File: src/hw/table_access_pkg.sv
// package: constants and types for program-space table access
package table_access_pkg;
  localparam int PWORD_W = 24;
  localparam int DWORD_W = 16;
  localparam int PAGE_W = 8;
  localparam int EA_W = 16;
  localparam int PADDR_W = 24;
  localparam int CFG_BIT = 7;
  localparam int LOW_HI = 15;
  localparam int HIGH_LO = 16;
  localparam int HIGH_HI = 23;
  localparam int BYTE_W = 8;
  localparam logic [PAGE_W-1:0] PAGE_RESET = 8'h00;
  localparam logic [DWORD_W-1:0] DATA_RESET = 16'h0000;
  localparam logic [PADDR_W-1:0] ADDR_RESET = 24'h00_0000;

  typedef enum logic [3:0] {
    OP_READ_LOW   = 4'b0001,
    OP_WRITE_LOW  = 4'b0010,
    OP_READ_HIGH  = 4'b0100,
    OP_WRITE_HIGH = 4'b1000
  } table_op_type;
endpackage

File: src/hw/table_read_mux.sv
// read data steering for low and high table reads
module table_read_mux (
  input wire logic [23:0] i_pword,
  input wire logic i_high,
  input wire logic i_byte_mode,
  input wire logic i_byte_sel,
  output logic [15:0] o_data
);
  always_comb begin
    o_data = table_access_pkg::DATA_RESET;
    if (!i_high) begin
      if (!i_byte_mode) begin
        o_data = i_pword[table_access_pkg::LOW_HI:0];
      end else if (i_byte_sel) begin
        o_data[7:0] = i_pword[15:8];
      end else begin
        o_data[7:0] = i_pword[7:0];
      end
    end else begin
      // upper byte only through this path; phantom byte stays zero
      if (!i_byte_mode) begin
        o_data[7:0] = i_pword[table_access_pkg::HIGH_HI:
                              table_access_pkg::HIGH_LO];
      end else if (!i_byte_sel) begin
        o_data[7:0] = i_pword[23:16];
      end
    end
  end
endmodule

File: src/hw/table_access.sv
// top: table instruction datapath between core and program memory
module table_access (
  input wire logic i_sys_clk,
  input wire logic i_arst_n,
  input wire logic i_page_we,
  input wire logic [7:0] i_page_wdata,
  input wire logic i_op_valid,
  input wire logic [3:0] i_op,
  input wire logic i_byte_mode,
  input wire logic [15:0] i_ea,
  input wire logic [15:0] i_wdata,
  input wire logic [23:0] i_pm_rdata,
  output logic [7:0] o_page,
  output logic [23:0] o_pm_addr,
  output logic o_pm_rd,
  output logic o_pm_we,
  output logic [23:0] o_pm_wmask,
  output logic [23:0] o_pm_wdata,
  output logic o_cfg_space,
  output logic o_wr_blocked,
  output logic o_rd_valid,
  output logic [15:0] o_rd_data
);
  // ************************************************************
  // page register and request stage
  // ************************************************************
  logic [7:0] page_q, page_d;
  logic [23:0] addr_q, addr_d;
  logic rd_q, rd_d, high_q, high_d, bmode_q, bmode_d, bsel_q, bsel_d;
  logic we_q, we_d, blk_q, blk_d, cfg_q, cfg_d;
  logic [23:0] wmask_q, wmask_d, wdat_q, wdat_d;
  logic rv_q, rv_d;
  logic [15:0] rdat_q, rdat_d;
  logic [15:0] mux_data;
  logic is_wr, is_cfg;
  logic [7:0] wbyte;

  // page load; an op on the same edge still sees the old page
  always_comb begin
    page_d = page_q;
    if (i_page_we) begin
      page_d = i_page_wdata;
    end
  end

  always_ff @(posedge i_sys_clk or negedge i_arst_n) begin
    if (!i_arst_n) begin
      page_q <= table_access_pkg::PAGE_RESET;
    end else begin
      page_q <= page_d;
    end
  end

  // ************************************************************
  // request decode and program memory strobes
  // ************************************************************
  // writes are judged on the page that stands at the request edge,
  // so a page change and a write in one cycle cannot slip through
  always_comb begin
    is_cfg = page_q[table_access_pkg::CFG_BIT];
    is_wr = (i_op == table_access_pkg::OP_WRITE_LOW) ||
            (i_op == table_access_pkg::OP_WRITE_HIGH);
    addr_d = addr_q;
    rd_d = 1'b0;
    we_d = 1'b0;
    blk_d = 1'b0;
    cfg_d = cfg_q;
    high_d = high_q;
    bmode_d = bmode_q;
    bsel_d = bsel_q;
    wmask_d = wmask_q;
    wdat_d = wdat_q;
    // byte writes place the low data byte at the selected lane
    wbyte = i_wdata[7:0];
    if (i_op_valid) begin
      addr_d = {page_q, i_ea};
      cfg_d = is_cfg;
      bmode_d = i_byte_mode;
      bsel_d = i_ea[0];
      high_d = (i_op == table_access_pkg::OP_READ_HIGH) ||
               (i_op == table_access_pkg::OP_WRITE_HIGH);
      rd_d = !is_wr;
      we_d = is_wr && !is_cfg;
      blk_d = is_wr && is_cfg;
      wmask_d = 24'h00_0000;
      wdat_d = 24'h00_0000;
      case (i_op)
        table_access_pkg::OP_WRITE_LOW: begin
          if (!i_byte_mode) begin
            wmask_d[15:0] = 16'hFFFF;
            wdat_d[15:0] = i_wdata;
          end else if (i_ea[0]) begin
            wmask_d[15:8] = 8'hFF;
            wdat_d[15:8] = wbyte;
          end else begin
            wmask_d[7:0] = 8'hFF;
            wdat_d[7:0] = wbyte;
          end
        end
        table_access_pkg::OP_WRITE_HIGH: begin
          // phantom byte writes go nowhere
          if (!i_byte_mode || !i_ea[0]) begin
            wmask_d[23:16] = 8'hFF;
            wdat_d[23:16] = wbyte;
          end
        end
        table_access_pkg::OP_READ_LOW: begin
          rd_d = 1'b1;
        end
        table_access_pkg::OP_READ_HIGH: begin
          rd_d = 1'b1;
        end
        default: begin
          rd_d = 1'b0;
          we_d = 1'b0;
          blk_d = 1'b0;
        end
      endcase
    end
  end

  // ************************************************************
  // read return: memory answers in the same cycle as o_pm_rd
  // ************************************************************
  table_read_mux u_mux (
    .i_pword(i_pm_rdata),
    .i_high(high_q),
    .i_byte_mode(bmode_q),
    .i_byte_sel(bsel_q),
    .o_data(mux_data)
  );

  // ************************************************************
  // request registers
  // ************************************************************
  always_ff @(posedge i_sys_clk or negedge i_arst_n) begin
    if (!i_arst_n) begin
      addr_q <= table_access_pkg::ADDR_RESET;
      rd_q <= 1'b0;
      we_q <= 1'b0;
      blk_q <= 1'b0;
      cfg_q <= 1'b0;
      high_q <= 1'b0;
      bmode_q <= 1'b0;
      bsel_q <= 1'b0;
      wmask_q <= table_access_pkg::ADDR_RESET;
      wdat_q <= table_access_pkg::ADDR_RESET;
    end else begin
      addr_q <= addr_d;
      rd_q <= rd_d;
      we_q <= we_d;
      blk_q <= blk_d;
      cfg_q <= cfg_d;
      high_q <= high_d;
      bmode_q <= bmode_d;
      bsel_q <= bsel_d;
      wmask_q <= wmask_d;
      wdat_q <= wdat_d;
    end
  end

  // ************************************************************
  // read result capture
  // ************************************************************
  // result is held until the next read so the core may take it late
  always_comb begin
    rv_d = rd_q;
    rdat_d = rdat_q;
    if (rd_q) begin
      rdat_d = mux_data;
    end
  end

  always_ff @(posedge i_sys_clk or negedge i_arst_n) begin
    if (!i_arst_n) begin
      rv_q <= 1'b0;
      rdat_q <= table_access_pkg::DATA_RESET;
    end else begin
      rv_q <= rv_d;
      rdat_q <= rdat_d;
    end
  end

  // ************************************************************
  // outputs, each straight from its register
  // ************************************************************
  assign o_page = page_q;
  assign o_pm_addr = addr_q;
  assign o_pm_rd = rd_q;
  assign o_pm_we = we_q;
  assign o_pm_wmask = wmask_q;
  assign o_pm_wdata = wdat_q;
  assign o_cfg_space = cfg_q;
  assign o_wr_blocked = blk_q;
  assign o_rd_valid = rv_q;
  assign o_rd_data = rdat_q;
endmodule

File: config.mk
export PLATFORM = sky130hd
export DESIGN_NAME = table_access
export DESIGN_NICKNAME = d
export VERILOG_FILES = /design/src/hw/table_access_pkg.sv /design/src/hw/table_read_mux.sv /design/src/hw/table_access.sv
export SDC_FILE = /design/constraint.sdc
export NUM_CORES = 1
export LEC_CHECK = 0
export ABC_AREA = 0
export BUFFER_PORTS_ARGS = -buffer_cell sky130_fd_sc_hd__buf_2
export CAP_MARGIN = 10
export CORE_MARGIN = 2
export CORE_UTILIZATION = 46
export DETAILED_ROUTE_END_ITERATION = 12
export GPL_TIMING_DRIVEN = 0
export PLACE_DENSITY = 0.89
export SLEW_MARGIN = 20
export SYNTH_ARGS = -nofsm -noshare
export SYNTH_HDL_FRONTEND = slang
export SYNTH_HIERARCHICAL = 1
export SYNTH_SLANG_ARGS = --single-unit
File: constraint.sdc
create_clock -name i_sys_clk -period 1.5 [get_ports i_sys_clk]
set_input_delay 0.15 -clock i_sys_clk [delete_from_list [all_inputs] [get_ports i_sys_clk]]
set_output_delay 0.15 -clock i_sys_clk [all_outputs]
set_load 0.01 [all_outputs]
Word level (Yosys, flattened, before mapping)
Cells that the tools add are included. W data, S select, Z words.

Flip-flop bits (word level): 104. Input port bits: 73. Word-level logic and storage cells: 54. Output and inout bits: 101.

Reductions and logical operators: 12. Eq/ne operators: 4. Mux-type cells: 25.

Operator list (count): $mux W8 (15); $mux W16 (4); $mux W1 (5); $eq A4 B1 Y1 const B (1); $eq A4 B2 Y1 const B (1); $eq A4 B3 Y1 const B (1); $eq A4 B4 Y1 const B (1); $logic_not A1 Y1 (4); $reduce_or A2 Y1 (2); $reduce_or A4 Y1 (1); $logic_or A1 B1 Y1 (3); $logic_and A1 B1 Y1 (2); $pmux W1 S2 (1).

Depth between registers and ports, before layout
Depth after elaboration: 5. Depth in mapped cells: 5. Gate-level depth less buffers: 3.

Cells and area by module
The synthesis kept the hierarchy.

By module, submodules not included: table_access (cells an instance 230, area each 3285.7 um2, times used 1); table_read_mux (cells an instance 39, area each 336.6 um2, times used 1).

Least setup slack after synthesis
OpenSTA, ideal clock, no wires.

Kind: register -> register. From: register rd_q (netlist: o_pm_rd). To: register rdat_q[10] (netlist: o_rd_data[10]). Setup slack: 0.249 ns. Cell stages (with the launch flop): 4. Data arrival time: 1.127 ns. Required time: 1.375 ns. Library setup time: 0.125 ns. Cells stage by stage: dfrtp_1 -> buf_2 -> buf_2 -> mux2_2.

RTL lines: from (decl) (RTL line table_access.sv:29) `logic rd_q, rd_d, high_q, high_d, bmode_q, bmode_d, bsel_q, bsel_d;`; from (signal assigned) (RTL line table_access.sv:150) `rd_q <= rd_d;`; to (signal assigned) (RTL line table_access.sv:177) `rdat_q <= table_access_pkg::DATA_RESET;`; to (signal assigned) (RTL line table_access.sv:180) `rdat_q <= rdat_d;`; to (decl) (RTL line table_access.sv:33) `logic [15:0] rdat_q, rdat_d;`.

No word-level cell between the ends.

Final worst setup path
From: register high_q. To: register rdat_q[4] (netlist: o_rd_data[4]).

Longest elaborated chain between the ends: 1.

RTL lines: from (decl) (RTL line table_access.sv:29); from (signal assigned) (RTL line table_access.sv:154) `high_q <= high_d;`; $mux W8 (RTL line table_read_mux.sv:11) `if (!i_high) begin`; via mux_data[4] (RTL line table_access.sv:34) `logic [15:0] mux_data;`.

The timed path passes the listed nets, and every way through them passes these cells. A chain may end at the register's enable or synchronous reset.

==> summary.md <==
| Metric | Value |
|---|---|
| Antenna diodes | `0` |
| DP Area | `4640 um2` |
| Synth Instances | `approximately 270` |
| Synth warnings | `6` |
| Met3 wire length | `667 um` |
| CP max FO | `10` |
| Sw Pwr | `1.43 mW` |
| Core area | `7690 um2` |
| Slew headroom | `67.1%` |
| Worst Clk Skew | `6.62 ps` |
| Netlist cell types | `31` |
| Setup slack after layout | `129 ps` |
| DP Cell Count | `544` |
| CP delay by family, top | `multiplexers` |
| RSZ-0062 raised after global routing | `no` |
| Syn_area_per_cell | `13.5 um2` |
| Setup violations, final | `0` |
| Layout area overhead | `35.1%` |
| First-pass GRT wire length | `roughly 14 mm` |
| CP max stage cell | `dfrtp_1` |
| DR WL/cell | `15.2 um` |
| Fin crit share | `between 90 and 100%` |
| Comb pwr share | `19.3%` |
| Final min period | `1370 ps` |
| # rows | `32` |
| Largest area contributor in the netlist | `dfrtp_1` |
| Reg power frac | `between 40% and 50%` |
| Worst-path clk slew | `80 ps` |
| Slowest stage delay, CP | `between 300 and 400 ps` |
| Post-CTS sizing | `0` |
| I/O pin total | `~170` |
| Clock tree buffer depth | `2` |
| CTS buffer count | `9` |
| # DRC | `0` |
| CP Launch Type | `flip-flop` |
| Outcome | `finished, final reports clean` |
| Switch share | `26.0%` |
| Critical path's most frequent cell | `buf_6` |
| Vias in the first global route | `2902` |
| Pins Over Slew Limit | `0` |
| Leakage power | `2.58 nW` |
| Fraction of layout instances using a drive strength above 1 | `63.2%` |
| GPL Wtd Cong | `0.859` |
| Die height | `just over 90 um` |
| Worst setup EP type | `flip-flop` |
| Buf/Inv on CP | `2` |
| Cell breakdown of the critical path | `buf_6 -> buf_6 -> mux2i_1 -> o21ai_2 -> mux2_2` |
| Slew @ Worst Pin | `491 ps` |
| CTS tree | `done` |
| Int Pwr | `4.09 mW` |
| Layout fillers | `635` |
| Most area-consuming cells after synthesis | `dfrtp_1 56%, mux2_2 15%, buf_4 5.2%, a22o_2 2.2%, mux2i_1 2.2%` |
| Met2 Routed Length | `~4.2 mm` |
| Chip width | `roughly 93 um` |
| Critical path class | `reg -> reg` |
| Top-area cell type share of the netlist area | `56.0%` |
| IO buf count | `about 170` |
| Vias per inst | `5.01` |
| DR pass1 iterations | `4` |
| Top sig layer | `met4` |
| Overall power | `5.52 mW` |
| Peak VDD IR | `0.645 mV` |
| CTS Sinks | `81` |
| Via count | `2812` |
| Placed wire-length estimate | `6.61 mm` |
| Die area | `8600 um2` |
| Postcts setup bufs | `0` |
| Post-layout net count | `527` |
| Clock Power Share | `34.4%` |
| Post-synthesis sequential area ratio | `56.0%` |
| Max Cap Viol | `0` |
| Hold crit path type | `in -> reg` |
| CTS root buffer | `clkbuf_8` |
| Initial antenna violation count | `0` |
| Worst-Skew Late Latency | `340 ps` |
| Post-route ant nets | `0` |
| M1 wire length | `~3.6 mm` |
| Synthesized area | `3620 um2` |
| F_max | `729 MHz` |
| Largest net degree at the start of global routing | `49` |
| Final hold violation count | `0` |
| Syn nets | `342` |
| Place WS | `146 ps` |
| Req. time, crit path | `around 1700 ps` |
| Pwr Density | `approximately 1100 nW/um2` |
| Starting Density | `a little under half` |
| DR iter-0 viols | `101` |
| Flops & latches, synth | `81` |
| Total Routing Usage GR | `20.4%` |
| Global route overflow | `0` |
| Non-Filler Instances | `about 560` |
| Detailed Route WL | `8.53 mm` |
| H-tree levels | `3` |
| CP arrival | `between 1500 and 2000 ps` |
| Finished Cell Area | `about 5000 um2` |
-- layer usage --
| layer | vias to the layer above | GRT usage (%) |
|---|---|---|
| met3 | 10 | 5.29 |
| met1 | 1380 | 25.1 |
| met4 | 0 | 6.86 |
| li1 | 1301 | - |
| met2 | 121 | 35.0 |
| met5 | - | 0 |
-- metrics by stage --
step | TNS, ps | utilization [%] | hold slack [ps]
2_1_floorplan | 0 | - | -146
6_report | 0 | 63.7 | 41.1
3_5_place_dp | 0 | 60.4 | 135
3_3_place_gp | -21190 | 60.0 | 373
5_1_grt | 0 | 63.7 | 18.0
4_1_cts | 0 | 63.7 | 21.0
-- timing repair --
action	4_1_cts	5_1_grt
endpoints found under the setup margin	0	0
hold buffers	1	0
endpoints found under the hold margin	33	0
-- power groups by stage --
stage	sequential, mW	clock, mW	combinational, mW
finish	2.55	1.90	1.07
global route	2.59	2.04	1.16
CTS	2.56	1.95	1.09
detailed placement	2.60	0	1.08
global placement	2.58	0	1.04
floorplan	2.70	0	0.455
-- cell families (layout without fill, tap and decap cells) --
family / Yosys count / in the layout / synth area share (%)
AO/OA/AOI/OAI: 45 / 45 / 10.1
XOR/XNOR: 2 / 2 / 0.484
buffers and inverters: 44 / 234 / 8.53
flip-flops: 81 / 81 / 56.0
multiplexers: 56 / 56 / 17.1
AND/OR/NAND/NOR: 41 / 41 / 7.81
-- cell usage after synthesis --
cell and count:
a21oi_1 8, nor4b_4 1, o21ai_0 2, a22o_1 8
nand4b_1 8, nand2b_1 1, buf_6 6, mux2_2 48
a21o_1 1, and2_1 10, buf_2 4, nor3_1 1
a21o_2 1, nor4_1 1, buf_4 25, and3_1 2
xnor2_1 2, nand3_1 1, o2bb2ai_1 8, buf_1 1
mux2i_1 8, clkbuf_1 5, inv_1 3, dfrtp_1 81
nor2_1 3, nand2_1 4, o21ai_2 8, nor4b_2 1
o41ai_1 1, a22o_2 8, nor2b_1 8
-- flip-flops by register name, summed over array words and instances, names as in the netlist, 3 cells and up --
| register | cells |
|---|---|
| o_rd_data | 16 |
| o_pm_wdata | 24 |
| o_pm_addr | 24 |
| o_page | 8 |
| o_pm_wmask | 3 |
-- final cells by class --
class | instances | area [um2] | area share, %
Tap cell | 102 | 128 | 2.61
Buffer | 41 | 298 | 6.09
Sequential cell | 81 | 2030 | 41.4
Inverter | 3 | 11.3 | 0.230
Multi-Input combinational cell | 144 | 1290 | 26.3
Clock buffer | 10 | 128 | 2.61
Timing Repair Buffer | 174 | 901 | 18.4
Clock inverter | 6 | 115 | 2.35
-- final timing paths --
| kind | startpoint | end | slack [ps] | depth (start not counted) |
|---|---|---|---|---|
| min | i_ea[9] | o_pm_addr[9]$_DFFE_PN0P_ | 40 | 2 |
| max in group asynchronous | i_arst_n | o_pm_wdata[10]$_DFFE_PN0P_ | 610 | 3 |
| min in group asynchronous | i_arst_n | o_rd_data[10]$_DFFE_PN0P_ | 300 | 2 |
| min reg2reg | o_pm_rd$_DFF_PN0_ | o_rd_valid$_DFF_PN0_ | 400 | 0 |
| max | high_q$_DFFE_PN0P_ | o_rd_data[4]$_DFFE_PN0P_ | 130 | 5 |
| max reg2reg | high_q$_DFFE_PN0P_ | o_rd_data[4]$_DFFE_PN0P_ | 130 | 5 |
-- cell usage in the layout (no fill, tap or decap), drive strengths merged --
cell type    count
clkinv           1
nand4b           8
a21o             2
and2            10
clkinvlp         1
nor2             3
o2bb2ai          8
nor3             1
nand2            4
nor4             1
a22o            16
a21oi            8
mux2            48
mux2i            8
o21ai           10
nand3            1
nand2b           1
dlygate4sd3      1
bufinv           3
and3             2
inv              4
xnor2            2
o41ai            1
buf            209
nor2b            8
dfrtp           81
nor4b            2
clkbuf          15
Note: power is estimated with default switching activity, not from simulation.
